===== config.mk =====
export PLATFORM = sky130hd
export DESIGN_NAME = dual_adc_sync_control
export DESIGN_NICKNAME = d
export VERILOG_FILES = /design/src/inc/dual_adc_sync_pkg.sv /design/src/core/pin_edge_sync.sv /design/src/core/slave_start_delay.sv /design/src/core/dual_adc_sync_control.sv
export VERILOG_INCLUDE_DIRS = /design/src /design/src/inc
export SDC_FILE = /design/constraint.sdc
export NUM_CORES = 1
export LEC_CHECK = 0
export BUFFER_PORTS_ARGS = -buffer_cell sky130_fd_sc_hd__buf_2
export CAP_MARGIN = 20
export CELL_PAD_IN_SITES_DETAIL_PLACEMENT = 1
export CELL_PAD_IN_SITES_GLOBAL_PLACEMENT = 2
export CORE_MARGIN = 2
export CORE_UTILIZATION = 28
export CTS_CLUSTER_DIAMETER = 200
export DETAILED_ROUTE_END_ITERATION = 6
export PLACE_DENSITY_LB_ADDON = 0.2
export SETUP_SLACK_MARGIN = 0.05
export SLEW_MARGIN = 20
export SYNTH_ARGS = -nofsm -noshare
export SYNTH_HDL_FRONTEND = slang
export SYNTH_HIERARCHICAL = 1
export SYNTH_SLANG_ARGS = --single-unit

===== constraint.sdc =====
create_clock -name mclk_in -period 7.9 [get_ports mclk_in]
set_clock_uncertainty 0.1 [all_clocks]
set_input_delay 1.185 -clock mclk_in [delete_from_list [all_inputs] [get_ports mclk_in]]
set_output_delay 1.185 -clock mclk_in [all_outputs]
set_load 0.02 [all_outputs]

===== src/inc/dual_adc_sync_consts.svh =====
// register map, field positions, reset values and delay counts
`ifndef DUAL_ADC_SYNC_CONSTS_SVH
`define DUAL_ADC_SYNC_CONSTS_SVH

`define STATUS_OFFSET      12'h000
`define CONTROL0_OFFSET    12'h004
`define CONTROL1_OFFSET    12'h008
`define RESULT_OFFSET      12'h04c

`define STAT_WDOG0_BIT     0
`define STAT_EOC_BIT       1
`define STAT_START_BIT     4
`define STAT_WDOG1_BIT     8

`define CTL0_SYNC_LSB      16
`define CTL0_SYNC_MSB      19
`define CTL0_EOC_IE_BIT    5
`define CTL0_WD0_IE_BIT    6
`define CTL0_WD1_IE_BIT    30

`define CTL1_CONT_BIT      1
`define CTL1_DMA_BIT       8
`define CTL1_TRIG_LSB      17
`define CTL1_TRIG_MSB      19

`define SYNC_FREE          4'h0
`define SYNC_PARALLEL      4'h6
`define SYNC_FOLLOW_FAST   4'h7
`define SYNC_FOLLOW_SLOW   4'h8

`define STATUS_RESET       32'h0000_0000
`define FAST_DELAY_CYCLES  4'h7
`define SLOW_DELAY_CYCLES  4'he

`endif


===== src/inc/dual_adc_sync_pkg.sv =====
// types shared by the converter sync block
package dual_adc_sync_pkg;

	typedef enum {
		mode_free,
		mode_parallel,
		mode_fast,
		mode_slow
	} sync_mode_type;

	typedef enum {
		apb_idle,
		apb_answer
	} apb_state_type;

endpackage : dual_adc_sync_pkg


===== src/core/pin_edge_sync.sv =====
// two-flop synchroniser with rising edge detect for a group of pins
`timescale 1ns/10ps
module pin_edge_sync #(
	parameter int width = 8
) (
	input  wire logic             mclk_in,
	input  wire logic             rst_n_in,
	input  wire logic [width-1:0] pins_in,
	output logic      [width-1:0] rise_out
);

	typedef struct packed {
		logic [width-1:0] meta;
		logic [width-1:0] stable;
		logic [width-1:0] last;
		logic [width-1:0] rise;
	} edge_state_type;

	edge_state_type state;
	edge_state_type next_state;

	// meta is read only by stable, never by the edge logic
	always_comb begin
		next_state        = state;
		next_state.meta   = pins_in;
		next_state.stable = state.meta;
		next_state.last   = state.stable;
		next_state.rise   = state.stable & ~state.last;
	end

	always_ff @(posedge mclk_in or negedge rst_n_in) begin
		if (!rst_n_in) begin
			state <= '0;
		end else begin
			state <= next_state;
		end
	end

	assign rise_out = state.rise;

endmodule : pin_edge_sync


===== src/core/slave_start_delay.sv =====
// counts converter clock edges from a launch to the slave start
`timescale 1ns/10ps
module slave_start_delay (
	input  wire logic       mclk_in,
	input  wire logic       rst_n_in,
	input  wire logic       launch_in,
	input  wire logic [3:0] cycles_in,
	input  wire logic       tick_in,
	output logic            done_out
);

	typedef struct packed {
		logic       busy;
		logic [3:0] count;
		logic       done;
	} delay_state_type;

	delay_state_type state;
	delay_state_type next_state;

	always_comb begin
		next_state      = state;
		next_state.done = 1'b0;
		if (launch_in) begin
			next_state.busy  = 1'b1;
			next_state.count = cycles_in;
		end else if (state.busy && tick_in) begin
			if (state.count == 4'h1) begin
				next_state.busy = 1'b0;
				next_state.done = 1'b1;
			end
			next_state.count = state.count - 4'h1;
		end
	end

	always_ff @(posedge mclk_in or negedge rst_n_in) begin
		if (!rst_n_in) begin
			state <= '0;
		end else begin
			state <= next_state;
		end
	end

	assign done_out = state.done;

endmodule : slave_start_delay


===== src/core/dual_adc_sync_control.sv =====
// coordination of two converter units: sync modes, flags, packed results
//
// Register access over APB is this design's own decision.
`timescale 1ns/10ps
`include "dual_adc_sync_consts.svh"
module dual_adc_sync_control
	import dual_adc_sync_pkg::*;
(
	input  wire logic        mclk_in,
	input  wire logic        arst_n_in,
	input  wire logic        psel_in,
	input  wire logic        penable_in,
	input  wire logic        pwrite_in,
	input  wire logic [11:0] paddr_in,
	input  wire logic [31:0] pwdata_in,
	output logic      [31:0] prdata_out,
	output logic             pready_out,
	output logic             pslverr_out,
	input  wire logic        converter_clock_in,
	input  wire logic [7:0]  ext_trigger_in,
	input  wire logic        master_own_trig_in,
	input  wire logic        slave_own_trig_in,
	input  wire logic        master_eoc_in,
	input  wire logic        slave_eoc_in,
	input  wire logic [15:0] master_data_in,
	input  wire logic [15:0] slave_data_in,
	input  wire logic        watchdog0_cross_in,
	input  wire logic        watchdog1_cross_in,
	input  wire logic        dma_ack_in,
	output logic             master_start_out,
	output logic             slave_start_out,
	output logic             dma_req_out,
	output logic [31:0]      dma_word_out,
	output logic             irq_out
);

	////////////////////////////////////////////////////////////////////////

	typedef struct packed {
		apb_state_type apb;
		logic [31:0]   prdata;
		logic          pready;
		logic          pslverr;
		logic          watchdog0_event_flag;
		logic          watchdog1_event_flag;
		logic          routine_start_flag;
		logic          eoc_flag;
		logic [3:0]    sync_mode_select;
		logic          end_of_conv_irq_en;
		logic          wd0_irq_en;
		logic          wd1_irq_en;
		logic          continuous_conversion;
		logic          dma_en;
		logic [2:0]    ext_trigger_source;
		logic [15:0]   master_data;
		logic [15:0]   slave_data;
		logic          master_done;
		logic          slave_done;
		logic [31:0]   routine_result_word;
		logic          dma_req;
		logic          irq;
		logic          master_start;
		logic          slave_start;
		logic          delay_launch;
		logic [3:0]    delay_cycles;
	} ctrl_state_type;

	ctrl_state_type state;
	ctrl_state_type next_state;

	logic [1:0] rst_pipe;
	logic       rst_n;
	logic [7:0] trig_rise;
	logic [0:0] conv_rise;
	logic       slave_delay_done;

	////////////////////////////////////////////////////////////////////////

	function automatic sync_mode_type decode_mode(input logic [3:0] sel);
		sync_mode_type m;
		case (sel)
			`SYNC_PARALLEL:    m = mode_parallel;
			`SYNC_FOLLOW_FAST: m = mode_fast;
			`SYNC_FOLLOW_SLOW: m = mode_slow;
			default:           m = mode_free;
		endcase
		return m;
	endfunction : decode_mode

	function automatic logic hit(input logic [11:0] addr,
	                             input logic [11:0] offset);
		return addr == offset;
	endfunction : hit

	////////////////////////////////////////////////////////////////////////

	// release of the asynchronous reset passes two flops
	always_ff @(posedge mclk_in or negedge arst_n_in) begin
		if (!arst_n_in) begin
			rst_pipe <= 2'h0;
		end else begin
			rst_pipe <= {rst_pipe[0], 1'b1};
		end
	end

	assign rst_n = rst_pipe[1];

	pin_edge_sync #(
		.width(8)
	) trigger_sync (
		.mclk_in (mclk_in),
		.rst_n_in(rst_n),
		.pins_in (ext_trigger_in),
		.rise_out(trig_rise)
	);

	// the converter clock is slower than mclk, so edges are sampled
	pin_edge_sync #(
		.width(1)
	) conv_clock_sync (
		.mclk_in (mclk_in),
		.rst_n_in(rst_n),
		.pins_in (converter_clock_in),
		.rise_out(conv_rise)
	);

	slave_start_delay slave_delay (
		.mclk_in  (mclk_in),
		.rst_n_in (rst_n),
		.launch_in(state.delay_launch),
		.cycles_in(state.delay_cycles),
		.tick_in  (conv_rise[0]),
		.done_out (slave_delay_done)
	);

	////////////////////////////////////////////////////////////////////////

	always_comb begin
		logic          access;
		logic          commit;
		logic          result_read;
		logic          launch;
		sync_mode_type mode;
		access      = 1'b0;
		commit      = 1'b0;
		result_read = 1'b0;
		launch      = 1'b0;
		mode        = decode_mode(state.sync_mode_select);
		next_state  = state;

		next_state.master_start = 1'b0;
		next_state.slave_start  = 1'b0;
		next_state.delay_launch = 1'b0;

		// apb: answer one cycle into the access phase
		access = psel_in && penable_in;
		commit = access && state.pready;
		case (state.apb)
			apb_idle: begin
				if (access) begin
					next_state.apb     = apb_answer;
					next_state.pready  = 1'b1;
					next_state.pslverr = 1'b0;
					next_state.prdata  = 32'h0000_0000;
					if (hit(paddr_in, `STATUS_OFFSET)) begin
						next_state.prdata[`STAT_WDOG0_BIT] =
							state.watchdog0_event_flag;
						next_state.prdata[`STAT_EOC_BIT]   = state.eoc_flag;
						next_state.prdata[`STAT_START_BIT] =
							state.routine_start_flag;
						next_state.prdata[`STAT_WDOG1_BIT] =
							state.watchdog1_event_flag;
					end else if (hit(paddr_in, `CONTROL0_OFFSET)) begin
						next_state.prdata[`CTL0_SYNC_MSB:`CTL0_SYNC_LSB] =
							state.sync_mode_select;
						next_state.prdata[`CTL0_EOC_IE_BIT] =
							state.end_of_conv_irq_en;
						next_state.prdata[`CTL0_WD0_IE_BIT] = state.wd0_irq_en;
						next_state.prdata[`CTL0_WD1_IE_BIT] = state.wd1_irq_en;
					end else if (hit(paddr_in, `CONTROL1_OFFSET)) begin
						next_state.prdata[`CTL1_CONT_BIT] =
							state.continuous_conversion;
						next_state.prdata[`CTL1_DMA_BIT] = state.dma_en;
						next_state.prdata[`CTL1_TRIG_MSB:`CTL1_TRIG_LSB] =
							state.ext_trigger_source;
					end else if (hit(paddr_in, `RESULT_OFFSET)) begin
						next_state.prdata = state.routine_result_word;
					end else begin
						next_state.pslverr = 1'b1;
					end
				end
			end
			apb_answer: begin
				if (commit) begin
					next_state.apb     = apb_idle;
					next_state.pready  = 1'b0;
					next_state.pslverr = 1'b0;
				end
			end
			default: begin
				next_state.apb    = apb_idle;
				next_state.pready = 1'b0;
			end
		endcase

		// register writes and read side effects land on the commit edge
		if (commit && pwrite_in) begin
			if (hit(paddr_in, `STATUS_OFFSET)) begin
				next_state.watchdog0_event_flag = state.watchdog0_event_flag
					& pwdata_in[`STAT_WDOG0_BIT];
				next_state.watchdog1_event_flag = state.watchdog1_event_flag
					& pwdata_in[`STAT_WDOG1_BIT];
				next_state.routine_start_flag = state.routine_start_flag
					& pwdata_in[`STAT_START_BIT];
				next_state.eoc_flag = state.eoc_flag
					& pwdata_in[`STAT_EOC_BIT];
			end else if (hit(paddr_in, `CONTROL0_OFFSET)) begin
				next_state.sync_mode_select =
					pwdata_in[`CTL0_SYNC_MSB:`CTL0_SYNC_LSB];
				next_state.end_of_conv_irq_en = pwdata_in[`CTL0_EOC_IE_BIT];
				next_state.wd0_irq_en = pwdata_in[`CTL0_WD0_IE_BIT];
				next_state.wd1_irq_en = pwdata_in[`CTL0_WD1_IE_BIT];
			end else if (hit(paddr_in, `CONTROL1_OFFSET)) begin
				next_state.continuous_conversion = pwdata_in[`CTL1_CONT_BIT];
				next_state.dma_en = pwdata_in[`CTL1_DMA_BIT];
				next_state.ext_trigger_source =
					pwdata_in[`CTL1_TRIG_MSB:`CTL1_TRIG_LSB];
			end
		end
		result_read = commit && !pwrite_in && hit(paddr_in, `RESULT_OFFSET);
		if (result_read) begin
			next_state.eoc_flag = 1'b0;
		end

		// trigger routing; software must keep triggers off busy converters
		case (mode)
			mode_free: begin
				next_state.master_start = master_own_trig_in;
				next_state.slave_start  = slave_own_trig_in;
			end
			mode_parallel: begin
				launch = trig_rise[state.ext_trigger_source];
				next_state.master_start = launch;
				next_state.slave_start  = launch;
			end
			mode_fast: begin
				launch = trig_rise[state.ext_trigger_source]
					|| (state.continuous_conversion && master_eoc_in);
				next_state.master_start = launch;
				next_state.delay_launch = launch;
				next_state.delay_cycles = `FAST_DELAY_CYCLES;
			end
			mode_slow: begin
				// continuous bit is ignored here: it would never stop
				launch = trig_rise[state.ext_trigger_source];
				next_state.master_start = launch;
				next_state.delay_launch = launch;
				next_state.delay_cycles = `SLOW_DELAY_CYCLES;
			end
			default: begin
				next_state.master_start = 1'b0;
			end
		endcase
		if (slave_delay_done && (mode == mode_fast || mode == mode_slow)) begin
			next_state.slave_start = 1'b1;
		end

		// in the sync modes converter results pair up into one word
		if (master_eoc_in) begin
			next_state.master_data = master_data_in;
			next_state.master_done = 1'b1;
		end
		if (slave_eoc_in) begin
			next_state.slave_data = slave_data_in;
			next_state.slave_done = 1'b1;
		end
		if (mode == mode_free) begin
			next_state.master_done = 1'b0;
			next_state.slave_done  = 1'b0;
			if (master_eoc_in) begin
				next_state.routine_result_word = {16'h0000, master_data_in};
			end
		end else if (state.master_done && state.slave_done) begin
			next_state.routine_result_word =
				{state.slave_data, state.master_data};
			next_state.master_done = master_eoc_in;
			next_state.slave_done  = slave_eoc_in;
			if (state.dma_en) begin
				next_state.dma_req = 1'b1;
			end
		end
		if (state.dma_req && dma_ack_in) begin
			next_state.dma_req = 1'b0;
		end

		// hardware sets win over a clear in the same cycle
		if (next_state.master_start) begin
			next_state.routine_start_flag = 1'b1;
		end
		if (master_eoc_in) begin
			next_state.eoc_flag = 1'b1;
		end
		if (watchdog0_cross_in) begin
			next_state.watchdog0_event_flag = 1'b1;
		end
		if (watchdog1_cross_in) begin
			next_state.watchdog1_event_flag = 1'b1;
		end

		// one shared line for both converters
		next_state.irq =
			(next_state.eoc_flag && state.end_of_conv_irq_en)
			|| (next_state.watchdog0_event_flag && state.wd0_irq_en)
			|| (next_state.watchdog1_event_flag && state.wd1_irq_en);
	end

	////////////////////////////////////////////////////////////////////////

	always_ff @(posedge mclk_in or negedge rst_n) begin
		if (!rst_n) begin
			state     <= '0;
			state.apb <= apb_idle;
		end else begin
			state <= next_state;
		end
	end

	assign prdata_out       = state.prdata;
	assign pready_out       = state.pready;
	assign pslverr_out      = state.pslverr;
	assign master_start_out = state.master_start;
	assign slave_start_out  = state.slave_start;
	assign dma_req_out      = state.dma_req;
	assign dma_word_out     = state.routine_result_word;
	assign irq_out          = state.irq;

endmodule : dual_adc_sync_control


==> tab_implementation.tex <==
\begin{tabular}{lr}
\hline
Metric & Value \\
\hline
\multicolumn{2}{l}{\textbf{Outcome}} \\
Outcome & finished, final reports clean \\
\multicolumn{2}{l}{\textbf{Placement}} \\
Half-perimeter wire length of the detailed placement result & around 12,000 um \\
Gpl congestion & 0.752 \\
IO Port Bufs & approximately 150 \\
Setup WS pre-CTS & around 4.6 ns \\
\multicolumn{2}{l}{\textbf{Min path}} \\
Worst min-delay path class & reg2async \\
\multicolumn{2}{l}{\textbf{CTS}} \\
Number of resized instances in the post-cts repair step & 0 \\
Sinks on the clock net & roughly 170 \\
Total number of H-tree levels & 4 \\
Clock-pin transition on the worst setup and hold timing paths & around 0.07 ns \\
Clock tree from TritonCTS & built \\
TritonCTS buffer count & 17 \\
Clock insertion delay at the later pin of the skew report & approximately 0.42 ns \\
Hold buffer count at cts & 0 \\
Clock root buffer & sky130\_fd\_sc\_hd\_\_clkbuf\_16 \\
Number of buffers inserted by post-CTS setup repair & 0 \\
Buffers from clock root to sink, at most & 2 \\
\multicolumn{2}{l}{\textbf{Timing}} \\
Final total negative setup slack & 0 ns \\
Final period utilization & 0.367 \\
Count of pins over their slew limit & 0 \\
Setup repair after global routing missed its margin & false \\
Max transition margin & 0.399 \\
\# setup viols final & 0 \\
Final WS setup & approximately 5.0 ns \\
Minimum clock period & around 2.9 ns \\
Number of endpoints with negative hold slack in the final report & 0 \\
Worst Tran Pin Value & between 0.8 and 0.9 ns \\
Achievable clock frequency & roughly 340 MHz \\
\multicolumn{2}{l}{\textbf{Global routing}} \\
Number of global-route vias before repair & about 5,000 \\
Largest net degree at the start of global routing & 80 \\
Met2 track demand over resource & 0.228 \\
GR Util met1 & 0.184 \\
Antenna violations before repair & 0 \\
Global-route wire length before repair & between 20,000 and 30,000 um \\
Grt peak-use layer & met2 \\
Global-route total usage across every layer & 0.139 \\
Total congestion overflow after global routing & 0 \\
Global-route met3 utilization & 0.0328 \\
\multicolumn{2}{l}{\textbf{Synthesis}} \\
Total of flip-flops plus latches after synthesis & 168 \\
Number of nets produced by synthesis & 690 \\
Avg Cell Area, Syn & approximately 12 um2 \\
Count of unique library cells instantiated by Yosys & between 50 and 60 \\
Netlist Area Pre-Place & $\sim$7100 um2 \\
Number of flops mapped to enable cells by yosys & 0 \\
Synthesized instance count & 591 \\
Part of the Yosys area used for sequential elements & 0.591 \\
Yosys Warn Count & 6 \\
Most used DFF post-synth & sky130\_fd\_sc\_hd\_\_dfrtp\_1 \\
Share of flip-flops with an asynchronous set or reset & 1.00 \\
\multicolumn{2}{l}{\textbf{Floorplan}} \\
Die outline height & around 160 um \\
Floorplan die area & roughly 27,000 um2 \\
Horizontal extent of the die & $\sim$160 um \\
Boundary Pins & roughly 170 \\
Area of the placeable core & around 25,000 um2 \\
Initial standard-cell utilization of the core & 0.284 \\
Placement row count & 58 \\
\multicolumn{2}{l}{\textbf{Route}} \\
Via-per-instance ratio & approximately 4.6 \\
WL final & about 18,000 um \\
Number of violations reported at the end of detailed-routing iteration 0 & 188 \\
Routed length per placed instance & 17.6 um \\
DRC errors left & 0 \\
Number of routed nets with antenna violations & 0 \\
Number of vias after detailed routing & 4,582 \\
Drt pass-1 iters & 4 \\
\multicolumn{2}{l}{\textbf{Setup path}} \\
Crit start category & primary input \\
Highest fanout seen on the critical path & 31 \\
Critical path data required time & 8.11 ns \\
Crit path DAT & around 3.1 ns \\
Worst Setup End Kind & register \\
Reg-to-reg slack, setup & approximately 5.4 ns \\
Setup Crit Path Kind & in2reg \\
\multicolumn{2}{l}{\textbf{Power and ir drop}} \\
Power per cell area & 233 nW/um2 \\
IR drop worst, VDD & roughly 0.11 mV \\
Leakage power & between 0.004 and 0.005 uW \\
\multicolumn{2}{l}{\textbf{Layout}} \\
Core utilization of the finished layout & 0.329 \\
Nets & 760 \\
Ant. Diodes & 0 \\
Area growth from synthesis to final layout & 15.8\% \\
Share of final-layout standard cells stronger than drive strength 1 & 0.323 \\
\multicolumn{2}{l}{\textbf{Job}} \\
Maxcap violations & 0 \\
\hline
\end{tabular}
==> cells in the final DEF (no fill, tap or decap), types with 2 or more instances in the layout <==
cell	n
sky130_fd_sc_hd__a221oi_1	4
sky130_fd_sc_hd__nor4_4	2
sky130_fd_sc_hd__o31ai_1	2
sky130_fd_sc_hd__clkbuf_1	2
sky130_fd_sc_hd__clkbuf_8	5
sky130_fd_sc_hd__a21o_1	2
sky130_fd_sc_hd__a21oi_1	15
sky130_fd_sc_hd__ha_1	2
sky130_fd_sc_hd__nand2_1	91
sky130_fd_sc_hd__buf_2	145
sky130_fd_sc_hd__clkbuf_16	17
sky130_fd_sc_hd__a22o_1	18
sky130_fd_sc_hd__nand3_1	26
sky130_fd_sc_hd__nor3_1	6
sky130_fd_sc_hd__and3_1	2
sky130_fd_sc_hd__nand2b_1	3
sky130_fd_sc_hd__mux2_2	8
sky130_fd_sc_hd__a222oi_1	4
sky130_fd_sc_hd__dfrtp_1	167
sky130_fd_sc_hd__inv_6	2
sky130_fd_sc_hd__clkinv_4	2
sky130_fd_sc_hd__a32oi_1	2
sky130_fd_sc_hd__clkinvlp_4	2
sky130_fd_sc_hd__nor2_4	2
sky130_fd_sc_hd__buf_4	5
sky130_fd_sc_hd__o21ai_0	3
sky130_fd_sc_hd__mux2_4	5
sky130_fd_sc_hd__mux2_1	32
sky130_fd_sc_hd__inv_1	5
sky130_fd_sc_hd__o21ai_1	5
sky130_fd_sc_hd__nor2_1	26
sky130_fd_sc_hd__nor2b_4	9
sky130_fd_sc_hd__nor4b_4	2
sky130_fd_sc_hd__mux4_2	2
sky130_fd_sc_hd__a22oi_1	18
==> power by group <==
part	switching [uW]	internal, uW
clock	346	480
combinational	98.1	58.3
sequential	33.6	907
==> worst max-delay path: stages <==
cell	delay [ns]
sky130_fd_sc_hd__buf_2	0.10
sky130_fd_sc_hd__nor3_1	0.44
sky130_fd_sc_hd__and4_1	0.26
sky130_fd_sc_hd__buf_4	0.38
sky130_fd_sc_hd__and4bb_1	0.29
sky130_fd_sc_hd__o21bai_1	0.10
sky130_fd_sc_hd__a221o_1	0.36
==> flip-flops by register name, indices dropped and copies added, names as in the netlist, 2 cells and up <==
signal,count
trigger_sync/state,8
rst_pipe,2
trigger_sync/next_state,16
state,54
prdata_out,32
conv_clock_sync/next_state,2
dma_word_out,32
slave_delay/state,5
trigger_sync/rise_out,8
==> cells by family (layout without fill, tap and decap cells) <==
logic type	Yosys count	count (layout)	synth area share
DFF	168	168	0.591
AOI/OAI and AO/OA	81	81	0.0840
buffers and inverters	105	188	0.0960
adders and majority gates	2	2	0.00351
other	1	1	0.000527
muxes	48	48	0.0816
xor gates and xnor gates	2	2	0.00246
and+or+nand+nor	184	184	0.141
==> worst paths after layout <==
check	end	cells past startpoint	start
setup reg to reg	dma_word_out[16]	5	state[85]
hold / removal	trigger_sync/state[13]	0	rst_pipe[1]
min in group mclk_in	conv_clock_sync/next_state[1]	0	conv_clock_sync/next_state[2]
max in group asynchronous	state[58]	1	rst_pipe[1]
setup / recovery	irq_out	7	paddr_in[7]
hold reg to reg	trigger_sync/state[13]	0	rst_pipe[1]
==> metal layers <==
metal	up-vias	wire length [um]
li1	2111	-
met1	2367	8000
met2	88	8780
met3	16	695
met4	0	208
met5	-	0
==> cells in the mapped netlist, types with 3 or more instances <==
cell type                  number  area share
sky130_fd_sc_hd__dfrtp_1      168        0.59
sky130_fd_sc_hd__nand2_1       91       0.048
sky130_fd_sc_hd__buf_4         72       0.076
sky130_fd_sc_hd__mux2_1        32       0.051
sky130_fd_sc_hd__nor2_1        27       0.014
sky130_fd_sc_hd__nand3_1       26       0.018
sky130_fd_sc_hd__a22o_1        18       0.022
sky130_fd_sc_hd__a22oi_1       18       0.019
sky130_fd_sc_hd__a21oi_1       15       0.011
sky130_fd_sc_hd__buf_2         15       0.011
sky130_fd_sc_hd__clkbuf_1      13      0.0069
sky130_fd_sc_hd__nor2b_4        9       0.017
sky130_fd_sc_hd__mux2_2         8       0.013
sky130_fd_sc_hd__nor3_1         6      0.0042
sky130_fd_sc_hd__inv_1          5      0.0026
sky130_fd_sc_hd__mux2_4         5       0.011
sky130_fd_sc_hd__o21ai_1        5      0.0035
sky130_fd_sc_hd__a221oi_1       4      0.0049
sky130_fd_sc_hd__a222oi_1       4      0.0056
sky130_fd_sc_hd__nand2b_1       3      0.0026
sky130_fd_sc_hd__o21ai_0        3      0.0021
==> cell type report <==
class / count / area [um2]
repair buffers: 151 / 774
inverters: 5 / 18.8
clock buffers: 24 / 502
fillers: 2775 / 16800
flip-flops and latches: 168 / 4210
clock inverters: 8 / 85.1
multi-input cells: 318 / 2240
well taps: 330 / 413
==> metrics by stage <==
step | hold WS (ns) | total power [uW] | cells | cell area [um2]
after floorplan | 0.231 | 1060 | 591 | 7120
after global placement | 0.173 | 1110 | 972 | 7650
final | 0.161 | 1920 | 1004 | 8240
after global routing | 0.212 | 2020 | 1004 | 8240
after CTS | 0.185 | 1960 | 1004 | 8240
after detailed placement | 0.174 | 1120 | 972 | 7650
No activity file was read; power rests on OpenSTA's default activity.
